## config.mk

```make
export PLATFORM = sky130hd
export DESIGN_NAME = line_ov_output_ovp_protection
export DESIGN_NICKNAME = d
export VERILOG_FILES = /design/src/include/ovp_seq_pkg.sv /design/src/include/persist_if.sv /design/src/hdl/line_ov_output_ovp_protection.sv /design/src/hdl/persist_filter.sv
export SDC_FILE = /design/constraint.sdc
export NUM_CORES = 1
export LEC_CHECK = 0
export BUFFER_PORTS_ARGS = -buffer_cell sky130_fd_sc_hd__buf_2
export CAP_MARGIN = 10
export CORE_MARGIN = 2
export CORE_UTILIZATION = 31
export DETAILED_ROUTE_END_ITERATION = 16
export PLACE_DENSITY = 0.44
export SYNTH_ARGS = -nofsm -noshare
export SYNTH_HDL_FRONTEND = slang
export SYNTH_SLANG_ARGS = --single-unit
```

## constraint.sdc

```tcl
create_clock -name REF_CLK -period 1.8 [get_ports REF_CLK]
set_input_delay 0.18 -clock REF_CLK [delete_from_list [all_inputs] [get_ports REF_CLK]]
set_output_delay 0.18 -clock REF_CLK [all_outputs]
set_load 0.05 [all_outputs]
```

## src/include/ovp_seq_pkg.sv

```systemverilog
// How it works
// - While the line overvoltage indication is high no new switching cycle starts, and the switch enable drops on the third clock, after the two-stage synchroniser.
// - A line overvoltage indication held for at least 100 us forces the switch output off.
// - When the line overvoltage indication clears, the sequencer enters the restart entry state and runs the whole restart sequence before switching again.
// - The line overvoltage function can be disabled without touching the line undervoltage function.
// - A line overvoltage trip starts the output overvoltage check, steps the sense pin down by 0.5 V and evaluates the sense current at once.
// - A sense current above the latch threshold for longer than 100 us latches the switch output permanently off.
// - The permanent-off latch clears only when the sense pin falls below 1 V or the control supply drops below its reset threshold.
// - A sense current that never passes the latch threshold, or passes it for no more than 100 us, takes the ordinary line overvoltage path.
// - At the end of each restart cycle the undervoltage comparator is enabled, and without the high undervoltage threshold the switch stays off for the next cycle.
package ovp_seq_pkg;
  localparam int unsigned CLK_PERIOD_PS    = 5000;
  localparam int unsigned PERSIST_TIME_NS  = 100000;
  localparam int unsigned PERSIST_CYCLES   = (PERSIST_TIME_NS * 1000 + CLK_PERIOD_PS - 1) / CLK_PERIOD_PS;
  localparam int unsigned CNT_W            = 16;
  localparam logic [CNT_W-1:0] CNT_RESET   = 16'h0000;
  localparam int unsigned RESTART_CYCLES   = 8;
  localparam logic [3:0] STEP_RESET        = 4'h0;

  typedef enum logic [4:0] {
    RUN_ST     = 5'b00001,
    HALT_ST    = 5'b00010,
    ENTRY_ST   = 5'b00100,
    RESTART_ST = 5'b01000,
    FINAL_ST   = 5'b10000
  } seq_state_type;
endpackage

```

## src/include/persist_if.sv

```systemverilog
`timescale 1ns/100ps
interface persist_if;
  logic level;
  logic done;
  modport filt (input level, output done);
  modport user (output level, input done);
endinterface

```

## src/hdl/line_ov_output_ovp_protection.sv

```systemverilog
`timescale 1ns/100ps
module line_ov_output_ovp_protection
  import ovp_seq_pkg::*;
(
  // Clock and reset.
  input  wire logic REF_CLK,
  input  wire logic SRST,
  // Sense pin comparator indications.
  input  wire logic LINE_OVERVOLTAGE,
  input  wire logic LATCH_CURRENT_HIGH,
  input  wire logic SENSE_BELOW_1V,
  input  wire logic LINE_UNDERVOLTAGE_HIGH_OK,
  // Configuration straps.
  input  wire logic OV_DISABLE,
  input  wire logic UV_DISABLE,
  // Switching cycle status.
  input  wire logic CYCLE_REQUEST,
  input  wire logic CYCLE_ACTIVE,
  // Outputs.
  output logic      SWITCH_ENABLE,
  output logic      SWITCH_FORCE_OFF,
  output logic      SENSE_STEP_DOWN,
  output logic      LATCHED_OFF,
  output logic      UV_COMPARE_ENABLE,
  output logic      RESTART_ACTIVE
);
  import ovp_seq_pkg::*;

  logic [1:0]    ov_sync_reg, cur_sync_reg, low_sync_reg, uv_sync_reg;
  logic          ov_level, cur_level, low_level, uv_level;
  logic          ov_active;
  seq_state_type state_reg, state_next;
  logic [3:0]    step_reg;
  logic          latch_reg;
  logic          force_reg;
  logic          uv_block_reg;
  logic          step_down_reg;
  logic          uv_en_reg;
  logic          enable_reg;
  persist_if     ov_pf ();
  persist_if     cur_pf ();

  always_ff @(posedge REF_CLK) begin
    if (SRST) begin
      ov_sync_reg  <= 2'h0;
      cur_sync_reg <= 2'h0;
      low_sync_reg <= 2'h0;
      uv_sync_reg  <= 2'h0;
    end else begin
      ov_sync_reg  <= {ov_sync_reg[0], LINE_OVERVOLTAGE};
      cur_sync_reg <= {cur_sync_reg[0], LATCH_CURRENT_HIGH};
      low_sync_reg <= {low_sync_reg[0], SENSE_BELOW_1V};
      uv_sync_reg  <= {uv_sync_reg[0], LINE_UNDERVOLTAGE_HIGH_OK};
    end
  end
  assign ov_level  = ov_sync_reg[1];
  assign cur_level = cur_sync_reg[1];
  assign low_level = low_sync_reg[1];
  assign uv_level  = uv_sync_reg[1] || UV_DISABLE;
  assign ov_active = ov_level && !OV_DISABLE;

  assign ov_pf.level  = ov_active;
  assign cur_pf.level = ov_active && cur_level;
  persist_filter ov_filter (.clk(REF_CLK), .rst(SRST), .pf(ov_pf));
  persist_filter cur_filter (.clk(REF_CLK), .rst(SRST), .pf(cur_pf));

  always_ff @(posedge REF_CLK) begin
    if (SRST || low_level) begin
      latch_reg <= 1'b0;
    end else if (cur_pf.done) begin
      latch_reg <= 1'b1;
    end
  end

  always_ff @(posedge REF_CLK) begin
    if (SRST) begin
      step_down_reg <= 1'b0;
    end else begin
      step_down_reg <= ov_active;
    end
  end

  always_comb begin
    state_next = state_reg;
    case (state_reg)
      RUN_ST: begin
        if (ov_active) begin
          state_next = HALT_ST;
        end
      end
      HALT_ST: begin
        if (!ov_active) begin
          state_next = ENTRY_ST;
        end
      end
      ENTRY_ST: begin
        state_next = RESTART_ST;
      end
      RESTART_ST: begin
        if (ov_active) begin
          state_next = HALT_ST;
        end else if (step_reg == 4'(RESTART_CYCLES - 1)) begin
          state_next = FINAL_ST;
        end
      end
      FINAL_ST: begin
        if (ov_active) begin
          state_next = HALT_ST;
        end else if (uv_level) begin
          state_next = RUN_ST;
        end else begin
          state_next = ENTRY_ST;
        end
      end
      default: begin
        state_next = RUN_ST;
      end
    endcase
  end

  always_ff @(posedge REF_CLK) begin
    if (SRST) begin
      state_reg <= ENTRY_ST;
    end else begin
      state_reg <= state_next;
    end
  end

  always_ff @(posedge REF_CLK) begin
    if (SRST || state_reg != RESTART_ST) begin
      step_reg <= STEP_RESET;
    end else begin
      step_reg <= step_reg + 1'b1;
    end
  end

  always_ff @(posedge REF_CLK) begin
    if (SRST || state_reg == ENTRY_ST) begin
      force_reg <= 1'b0;
    end else if (ov_pf.done) begin
      force_reg <= 1'b1;
    end
  end

  always_ff @(posedge REF_CLK) begin
    if (SRST) begin
      uv_en_reg    <= 1'b0;
      uv_block_reg <= 1'b0;
    end else begin
      uv_en_reg <= (state_reg == FINAL_ST);
      if (state_reg == FINAL_ST) begin
        uv_block_reg <= !uv_level;
      end else if (state_reg == RUN_ST) begin
        uv_block_reg <= 1'b0;
      end
    end
  end

  always_ff @(posedge REF_CLK) begin
    if (SRST) begin
      enable_reg <= 1'b0;
    end else begin
      enable_reg <= (state_reg == RUN_ST) && !ov_active && !latch_reg && !force_reg
                    && CYCLE_REQUEST;
    end
  end

  assign SWITCH_ENABLE     = enable_reg && !latch_reg;
  assign SWITCH_FORCE_OFF  = force_reg || latch_reg || uv_block_reg;
  assign SENSE_STEP_DOWN   = step_down_reg;
  assign LATCHED_OFF       = latch_reg;
  assign UV_COMPARE_ENABLE = uv_en_reg;
  assign RESTART_ACTIVE    = (state_reg != RUN_ST);

  no_new_cycle_a: assert property (@(posedge REF_CLK) disable iff (SRST)
    ov_active |=> !enable_reg)
    else $error("Switching started during line overvoltage.");
  force_off_a: assert property (@(posedge REF_CLK) disable iff (SRST)
    ov_pf.done |=> SWITCH_FORCE_OFF)
    else $error("Switch not forced off after persistence.");
  restart_entry_a: assert property (@(posedge REF_CLK) disable iff (SRST)
    (state_reg == HALT_ST) && !ov_active |=> state_reg == ENTRY_ST)
    else $error("Restart entry not taken after overvoltage cleared.");
  ov_disable_a: assert property (@(posedge REF_CLK) disable iff (SRST)
    OV_DISABLE |=> !SENSE_STEP_DOWN)
    else $error("Overvoltage active while disabled.");
  step_down_a: assert property (@(posedge REF_CLK) disable iff (SRST)
    $rose(ov_active) |=> SENSE_STEP_DOWN)
    else $error("Sense step-down missing.");
  latch_set_a: assert property (@(posedge REF_CLK) disable iff (SRST)
    cur_pf.done && !low_level |=> LATCHED_OFF ##1 (LATCHED_OFF || $past(low_level)))
    else $error("Latch did not set.");
  latch_clear_a: assert property (@(posedge REF_CLK) disable iff (SRST)
    low_level |=> !LATCHED_OFF)
    else $error("Latch did not clear on low sense pin.");
  latch_hold_a: assert property (@(posedge REF_CLK) disable iff (SRST)
    LATCHED_OFF && !low_level |=> LATCHED_OFF)
    else $error("Latch cleared without cause.");
  short_path_a: assert property (@(posedge REF_CLK) disable iff (SRST)
    !cur_pf.done && !LATCHED_OFF |=> !LATCHED_OFF || $past(low_level))
    else $error("Latch set without full persistence.");
  uv_final_a: assert property (@(posedge REF_CLK) disable iff (SRST)
    (state_reg == FINAL_ST) && !uv_level && !ov_active |=> state_reg == ENTRY_ST
      && UV_COMPARE_ENABLE)
    else $error("Undervoltage check at final state wrong.");
endmodule

```

## src/hdl/persist_filter.sv

```systemverilog
`timescale 1ns/100ps
module persist_filter
  import ovp_seq_pkg::*;
(
  // Clock and reset.
  input wire logic clk,
  input wire logic rst,
  // Qualified indication and result.
  persist_if.filt  pf
);
  import ovp_seq_pkg::*;

  logic [CNT_W-1:0] cnt_reg;

  always_ff @(posedge clk) begin
    if (rst || !pf.level) begin
      cnt_reg <= CNT_RESET;
    end else if (cnt_reg != CNT_W'(PERSIST_CYCLES)) begin
      cnt_reg <= cnt_reg + 1'b1;
    end
  end

  assign pf.done = pf.level && (cnt_reg == CNT_W'(PERSIST_CYCLES));

  count_restart_a: assert property (@(posedge clk) disable iff (rst)
    !pf.level |=> cnt_reg == CNT_RESET)
    else $error("Filter count did not restart.");
endmodule

```

==> impl_metrics.py, run 1 <==
metrics = {
    "run_status": {
        "run_status": "finished clean",
    },
    "setup_path": {
        "required_ns": 1.99,
        "cpPeakStageDelay_ns": 0.51,
        "cp.depth": 4,
        "setup.worst_path.end_class": "register",
        "crit_type": "register to register",
        "timing.rr.start": "ov_filter.cnt_reg[3]",
        "rrSetupSlack_ns": 0.27,
        "path_buf_inv": 0,
        "reg2reg_depth": 4,
        "path_cells": "and4_4, nand2_2, or4_4, mux2i_1",
        "cp.arrival_ns": 1.72,
        "slowest_stage": "or4_4",
        "crit_fanout": 7,
        "path_delay_family": "simple AND/OR/NAND/NOR gates",
        "r2r_end": "ov_filter.cnt_reg[15]",
        "cp-start-kind": "register",
    },
    "cts": {
        "cts_inserted_buffers": 5,
        "ctsResizeCount": 0,
        "clock_sinks": 55,
        "root_buffer": "clkbuf_8",
        "post-cts-setup-buffers": 0,
        "cts_tree": "done",
        "htree_num_levels": 2,
        "clk_latency_ns": 0.30,
        "clk_pin_slew_worst_paths_ns": 0.10,
        "holdBufCountCts": 0,
        "clock_path_buffers": 2,
    },
    "detailed_routing": {
        "routed_wl_um": 4640,
        "drt_iter0_markers": 66,
        "via_count": 1851,
        "drt_first_pass_iters": 4,
        "wl_per_cell_um": 11.9,
        "ant_nets": 0,
        "via_per_inst": 4.75,
        "drc_errors": 0,
    },
    "global_routing": {
        "grtUsageTotal": 0.117,
        "grt_max_degree": 21,
        "grt_pass1_wl_um": 8200,
        "grt_pass1_vias": 1738,
        "antenna_found_initial": 0,
        "overflow": 0,
    },
    "power_and_ir_drop": {
        "power_mw": 2.19,
        "p_int_mw": 1.71,
        "leakagePower_nw": 0.927,
        "p_per_area_mw_per_mm2": 802,
        "pwr-share-comb": 0.061,
        "p_clk_frac": 0.362,
        "seqPwrFrac": 0.577,
        "ir_drop_mv": 0.335,
        "swShare": 0.222,
        "p_sw_uw": 487,
    },
    "min_path": {
        "holdPathEnd": "ov_sync_reg[0]",
        "hp-start": "SRST",
        "hold_class": "input port to register",
        "hold_depth": 2,
    },
    "timing": {
        "skew_ns": 0.0105,
        "worst_slew_pin_slew_ns": 0.540,
        "hold_viol_final": 0,
        "fin_setup_tns_ns": 0,
        "rsz0062_at_grt": "no",
        "setup_viol": 0,
        "maxSlewHeadroom": 0.639,
        "drv_slew": 0,
        "fin_ws_ns": 0.275,
        "period_minus_slack_ns": 1.53,
        "fmax_ghz": 0.656,
        "finalCritPeriodShare": 0.847,
    },
    "finish": {
        "drive_gt1_frac": 0.111,
        "n_antenna_cell": 0,
        "fill_cells": 805,
        "area_growth_pct": 12.9,
        "final_cell_mix": "dfxtp_1, nor2_1, nand4_1, xor2_1, nand3_1",
        "fin_nets": 303,
        "final_common_cell": "dfxtp_1",
    },
    "die": {
        "num_rows": 32,
        "fp.coreArea_mm2": 0.00765,
        "die_y_um": 92.4,
        "io_pins": 16,
        "die-area_mm2": 0.00854,
        "start_util": 0.317,
        "die_x_um": 92.4,
    },
    "placement": {
        "placement.io_buffers": 14,
        "place_congestion": 0.791,
        "pre_cts_ws_ns": 0.260,
        "place_hpwl_um": 3210,
    },
    "logic_synthesis": {
        "ys_warn_count": 0,
        "synth_edf_count": 0,
        "synthCells": 269,
        "syn_area_mm2": 0.00242,
        "syn_nets": 284,
        "synth_area_per_cell_um2": 9.01,
        "synth-seq-area-share": 0.454,
        "synth-seq-cells": 55,
        "ys.flop_type": "dfxtp_1",
        "synthArstFlopShare": 0,
        "synth_cell_type_count": 45,
    },
    "job": {
        "drv_cap": 0,
    },
}
[logic make-up after synthesis]
family / count (synthesis) / share of synthesized area
AO/OA/AOI/OAI: 23 / 0.0620
adder cells (fa/ha/maj): 5 / 0.0258
AND/OR/NAND/NOR: 138 / 0.314
XOR/XNOR: 29 / 0.105
multiplexers: 3 / 0.0124
buffers and inverters: 16 / 0.0268
flip-flops: 55 / 0.454
[power groups by stage]
stage          Sequential [mW]  Combinational (mW)  Clock [mW]
2_1_floorplan             1.29              0.0952           0
3_3_place_gp              1.30               0.133           0
3_5_place_dp              1.29               0.133           0
4_1_cts                   1.26               0.134       0.843
5_1_grt                   1.27               0.149       0.885
6_report                  1.27               0.133       0.794
[routing by layer]
metal / GRT usage / wire length [µm]
met4: 0.0460 / 102
met1: 0.162 / 2430
met2: 0.175 / 1950
met3: 0.0301 / 150
met5: 0 / 0
[worst max path at each step]
stage	startpoint	to	slack, ns
global route	cur_filter.cnt_reg[0]	cur_filter.cnt_reg[0]	0.03
CTS	cur_filter.cnt_reg[0]	cur_filter.cnt_reg[0]	0.25
finish	ov_filter.cnt_reg[3]	ov_filter.cnt_reg[15]	0.27
detailed placement	cur_filter.cnt_reg[0]	cur_filter.cnt_reg[1]	0.26
floorplan	state_reg[3]	state_reg[2]	0.21
global placement	ov_filter.cnt_reg[3]	ov_filter.cnt_reg[15]	0.29
[synthesized netlist by cell type, types with 5 or more instances]
library cell | count | area share
nor2b_1 | 10 | 0.026
xnor2_1 | 14 | 0.051
or3_1 | 6 | 0.015
a21oi_1 | 7 | 0.014
dfxtp_1 | 55 | 0.45
inv_1 | 9 | 0.014
nand2_1 | 13 | 0.020
nor4_1 | 10 | 0.026
nor2_1 | 39 | 0.060
o21ai_0 | 5 | 0.010
nand3_1 | 16 | 0.033
nand4_1 | 15 | 0.039
clkbuf_1 | 5 | 0.0077
ha_1 | 5 | 0.026
xor2_1 | 15 | 0.054
[layout make-up]
class                      instances  area, µm²  share of cell area
inverter                           9       33.8              0.0124
timing repair buffer              19        108              0.0393
clock buffer                       6       72.6              0.0265
multi-input combinational        198       1260               0.462
clock inverter                     1       30.0              0.0110
sequential                        55       1100               0.403
tap                              102        128              0.0467
[through the flow]
stage                     instances  utilization  cell area [µm²]  hold slack [ns]
after floorplan                 269            -             2430            0.299
after global placement          383        0.344             2630            0.375
after detailed placement        383        0.344             2630            0.379
after CTS                       390        0.358             2740           0.0393
after global routing            390        0.358             2740           0.0425
final                           390        0.358             2740           0.0523
Note: power is estimated with default switching activity, not from simulation.
==> run 2, diff against run 1 <==
==> constraint.sdc (replaced) <==
create_clock -name REF_CLK -period 1.5 [get_ports REF_CLK]
set_input_delay 0.15 -clock REF_CLK [delete_from_list [all_inputs] [get_ports REF_CLK]]
set_output_delay 0.15 -clock REF_CLK [all_outputs]
set_load 0.05 [all_outputs]
==> run 2 against run 1 <==
Clock-buffer cell count rose by 1. Design area rose by 6.6%. Cell count rose by 4.9%. Clock power rose by 7.2%. Sequential share of layout area fell by 2.3 points.
==> impl_metrics.py, run 2 (synthesis results as in run 1) <==
metrics = {
    "timing": {
        "finalCritPeriodShare": 0.950,
        "fin_setup_tns_ns": 0,
        "rsz0062_at_grt": "no",
        "skew_ns": 0.0143,
        "period_minus_slack_ns": 1.43,
        "hold_viol_final": 0,
        "fmax_ghz": 0.701,
        "maxSlewHeadroom": 0.774,
        "worst_slew_pin_slew_ns": 0.338,
        "drv_slew": 0,
        "setup_viol": 0,
    },
    "setup_path": {
        "rrSetupSlack_ns": 0.09,
        "crit_fanout": 4,
        "path_cells": "buf_4, nor2_2, buf_4, nand3_4, buf_8",
        "cp.arrival_ns": 1.28,
        "required_ns": 1.35,
        "crit_start": "state_reg[3]",
        "slowest_stage": "dfxtp_2",
        "path_delay_family": "buffers and inverters",
        "cp-start-kind": "register",
        "cpPeakStageDelay_ns": 0.34,
        "timing.rr.start": "state_reg[0]",
        "path_buf_inv": 3,
        "crit_type": "register to primary output",
        "setup.worst_path.end_class": "primary output",
        "critPathMostFrequentCell": "buf_4",
    },
    "die": {
        "die_y_um": 92.4,
        "num_rows": 32,
        "die_x_um": 92.4,
        "start_util": 0.317,
        "die-area_mm2": 0.00854,
        "io_pins": 16,
        "fp.coreArea_mm2": 0.00765,
    },
    "cts": {
        "root_buffer": "clkbuf_8",
        "cts_tree": "done",
        "clock_sinks": 55,
        "clk_latency_ns": 0.31,
        "htree_num_levels": 2,
        "cts_inserted_buffers": 5,
        "clock_path_buffers": 2,
        "clk_pin_slew_worst_paths_ns": 0.09,
        "holdBufCountCts": 0,
    },
    "global_routing": {
        "grt_pass1_vias": 1784,
        "antenna_found_initial": 0,
        "grt_max_degree": 17,
        "overflow": 0,
        "grtUsageTotal": 0.119,
        "grt_pass1_wl_um": 8250,
    },
    "finish": {
        "fin_nets": 321,
        "n_antenna_cell": 0,
        "fill_cells": 807,
        "final_cell_mix": "dfxtp_1, nor2_1, buf_4",
        "drive_gt1_frac": 0.189,
        "final_common_cell": "dfxtp_1",
        "final_core_util": 0.381,
        "area_growth_pct": 20.3,
    },
    "detailed_routing": {
        "wl_per_cell_um": 11.6,
        "drc_errors": 0,
        "drt_iter0_markers": 84,
        "via_count": 1927,
        "ant_nets": 0,
        "drt_first_pass_iters": 4,
        "routed_wl_um": 4740,
        "via_per_inst": 4.71,
    },
    "job": {
        "drv_cap": 0,
    },
    "run_status": {
        "run_status": "finished clean",
    },
    "placement": {
        "placement.io_buffers": 14,
        "place_hpwl_um": 3390,
        "place_congestion": 0.725,
    },
    "power_and_ir_drop": {
        "p_per_area_mw_per_mm2": 888,
        "power_mw": 2.59,
        "ir_drop_mv": 0.395,
        "leakagePower_nw": 1.02,
    },
    "min_path": {
        "hold_class": "input port to register",
        "hp-start": "LATCH_CURRENT_HIGH",
    },
}
-- run 2: where the power goes --
part / leakage (nW) / internal [mW] / switching [mW] / total, mW
clock: 0.0484 / 0.379 / 0.471 / 0.851
combinational: 0.527 / 0.109 / 0.110 / 0.219
sequential: 0.448 / 1.49 / 0.0327 / 1.52
-- run 2: layout make-up --
cell class	instances	area, µm²	share of cell area
clock inverters	1	8.76	0.00300
well taps	102	128	0.0438
multi-input cells	198	1290	0.442
inverters	9	33.8	0.0116
flip-flops and latches	55	1110	0.379
clock buffers	7	86.3	0.0296
repair buffers	37	265	0.0910
-- run 2: path summary, 6_finish.rpt --
kind	to	depth (start not counted)
max	RESTART_ACTIVE	5
min	cur_sync_reg[0]	2
max reg2reg	state_reg[1]	3
min reg2reg	ov_sync_reg[1]	1
-- run 2: through the flow --
step	instance area (µm²)	std cells	hold WS [ns]	setup WS, ns
after global placement	2770	398	0.365	0.0597
final	2920	409	0.0466	0.0744
after CTS	2870	406	0.0322	0.00916
after global routing	2920	409	0.0270	0.00532
after detailed placement	2770	398	0.362	0.0599
after floorplan	2440	269	0.269	0.0112
-- run 2: repair_timing --
action                                  CTS  global route
buffers inserted                          0             3
pin swaps                                 0             4
endpoints found under the setup margin    1            14
gates resized for setup                   5             7
endpoints found under the hold margin     0             0
-- run 2: metal layers --
| metal | vias to the layer above | routed length [µm] | track usage |
|---|---|---|---|
| met4 | 0 | 58 | 0.0373 |
| met5 | - | 0 | 0 |
| met3 | 6 | 153 | 0.0342 |
| li1 | 1014 | - | - |
| met2 | 21 | 2080 | 0.186 |
| met1 | 886 | 2450 | 0.159 |
==> run 3, diff against run 2 <==
==> constraint.sdc (replaced) <==
create_clock -name REF_CLK -period 1.5 [get_ports REF_CLK]
set_input_delay 0.15 -clock REF_CLK [delete_from_list [all_inputs] [get_ports REF_CLK]]
set_output_delay 0.15 -clock REF_CLK [all_outputs]
set_load 0.1 [all_outputs]
==> run 3 against run 2 <==
Routed wire length grew 1.4%. Setup slack worse by 0.018 ns. Core utilization is 0.64 points higher. Die area unchanged. Sequential power about the same. Cell count is 0.24% higher. Sequential cell count stayed put. Fmax fell by 1.2%. Power down 0.37%. Clock skew fell by 0.010 ns. First-iteration DRC count up 12%. Critical endpoint is now SWITCH_FORCE_OFF. Largest cell class unchanged.
==> impl_metrics.py, run 3 (synthesis results as in run 1) <==
metrics = {
    "cts": {
        "htree_num_levels": 2,
        "clock_path_buffers": 2,
        "clk_pin_slew_worst_paths_ns": 0.09,
        "cts_inserted_buffers": 5,
        "cts_tree": "done",
        "clock_sinks": 55,
        "root_buffer": "clkbuf_8",
        "clk_latency_ns": 0.30,
    },
    "finish": {
        "ff_latch_area_mm2": 0.00111,
        "fin_nets": 323,
        "n_antenna_cell": 0,
        "multi_input_area_mm2": 0.00131,
        "fill_cells": 801,
        "final_common_cell": "dfxtp_1",
        "final_core_util": 0.388,
        "drive_gt1_frac": 0.214,
        "area_growth_pct": 22.3,
        "final_cells": 410,
        "final_cell_mix": "dfxtp_1, nor2_1, buf_4",
    },
    "die": {
        "die-area_mm2": 0.00854,
        "io_pins": 16,
        "num_rows": 32,
        "die_y_um": 92.4,
        "start_util": 0.317,
        "die_x_um": 92.4,
        "fp.coreArea_mm2": 0.00765,
    },
    "detailed_routing": {
        "drt_first_pass_iters": 4,
        "ant_nets": 0,
        "wl_per_cell_um": 11.7,
        "drc_errors": 0,
        "via_count": 1988,
        "drt_iter0_markers": 94,
        "via_per_inst": 4.85,
        "routed_wl_um": 4810,
    },
    "power_and_ir_drop": {
        "ir_drop_mv": 0.387,
        "power_mw": 2.58,
        "p_per_area_mw_per_mm2": 871,
        "leakagePower_nw": 1.05,
    },
    "setup_path": {
        "slowest_stage": "or3_2",
        "crit_fanout": 2,
        "setup.worst_path.end_class": "primary output",
        "cp.arrival_ns": 1.29,
        "required_ns": 1.35,
        "cp-start-kind": "register",
        "cpPeakStageDelay_ns": 0.48,
        "path_cells": "or3_2, buf_6",
        "path_delay_family": "simple AND/OR/NAND/NOR gates",
        "path_buf_inv": 1,
        "crit_type": "register to primary output",
    },
    "global_routing": {
        "grt_max_degree": 17,
        "overflow": 0,
        "grt_pass1_vias": 1912,
        "grtUsageTotal": 0.124,
        "grt_pass1_wl_um": 8650,
        "antenna_found_initial": 0,
    },
    "timing": {
        "period_minus_slack_ns": 1.44,
        "hold_viol_final": 0,
        "skew_ns": 0.00405,
        "maxSlewHeadroom": 0.673,
        "drv_slew": 0,
        "rsz0062_at_grt": "yes",
        "fmax_ghz": 0.693,
        "fin_setup_tns_ns": 0,
        "hold_ws_ns": 0.0534,
        "worst_slew_pin_slew_ns": 0.495,
        "finalCritPeriodShare": 0.962,
        "setup_viol": 0,
    },
    "run_status": {
        "run_status": "finished clean",
    },
    "placement": {
        "place_hpwl_um": 3400,
        "place_inst": 399,
        "placement.io_buffers": 14,
        "place_congestion": 0.779,
    },
    "job": {
        "drv_cap": 0,
    },
    "min_path": {
        "hold_class": "input port to register",
    },
}
[run 3: changes by cell type in the layout (fill, tap and decap cells not counted), sizes merged]
cell,change
buf,+2
clkbuf,-1
[run 3: cell type report]
class	count	share of cell area
clock buffer	6	0.0279
clock inverter	1	0.00169
inverter	9	0.0114
multi-input combinational	198	0.443
sequential	55	0.374
tap	102	0.0431
timing repair buffer	39	0.0996
[run 3: metal layers]
| metal | GRT usage | share of wire | up-vias |
|---|---|---|---|
| met5 | 0 | 0 | - |
| met4 | 0.0410 | 0.013 | 0 |
| met3 | 0.0260 | 0.028 | 5 |
| met2 | 0.198 | 0.45 | 21 |
| met1 | 0.168 | 0.51 | 938 |
| li1 | - | - | 1024 |
[run 3: worst paths after layout]
kind                                      startpoint                    end  slack, ns  cells after the start
worst max register to register  ov_filter.cnt_reg[6]  ov_filter.cnt_reg[15]       0.07                      4
worst min register to register       cur_sync_reg[0]        cur_sync_reg[1]       0.45                      1
worst min-delay path                  SENSE_BELOW_1V        low_sync_reg[0]       0.05                      2
worst max-delay path                    uv_block_reg       SWITCH_FORCE_OFF       0.06                      2
[run 3: repair_timing]
action,CTS,global route
pin swaps,1,5
resized for setup,3,10
hold buffers,0,0
setup endpoints to repair,2,16
buffers inserted,1,3
[run 3: power by group]
| group | switching, mW | total, mW | internal, mW |
|---|---|---|---|
| combinational | 0.135 | 0.248 | 0.112 |
| clock | 0.457 | 0.821 | 0.364 |
| sequential | 0.0251 | 1.51 | 1.49 |
| total | 0.618 | 2.58 | 1.96 |
[run 3: metrics by stage]
stage	instance area [µm²]	setup slack [ns]
floorplan	2450	0.0306
global route	2960	-0.0158
detailed placement	2810	0.0281
CTS	2910	0.0129
finish	2960	0.0566
global placement	2810	0.0363
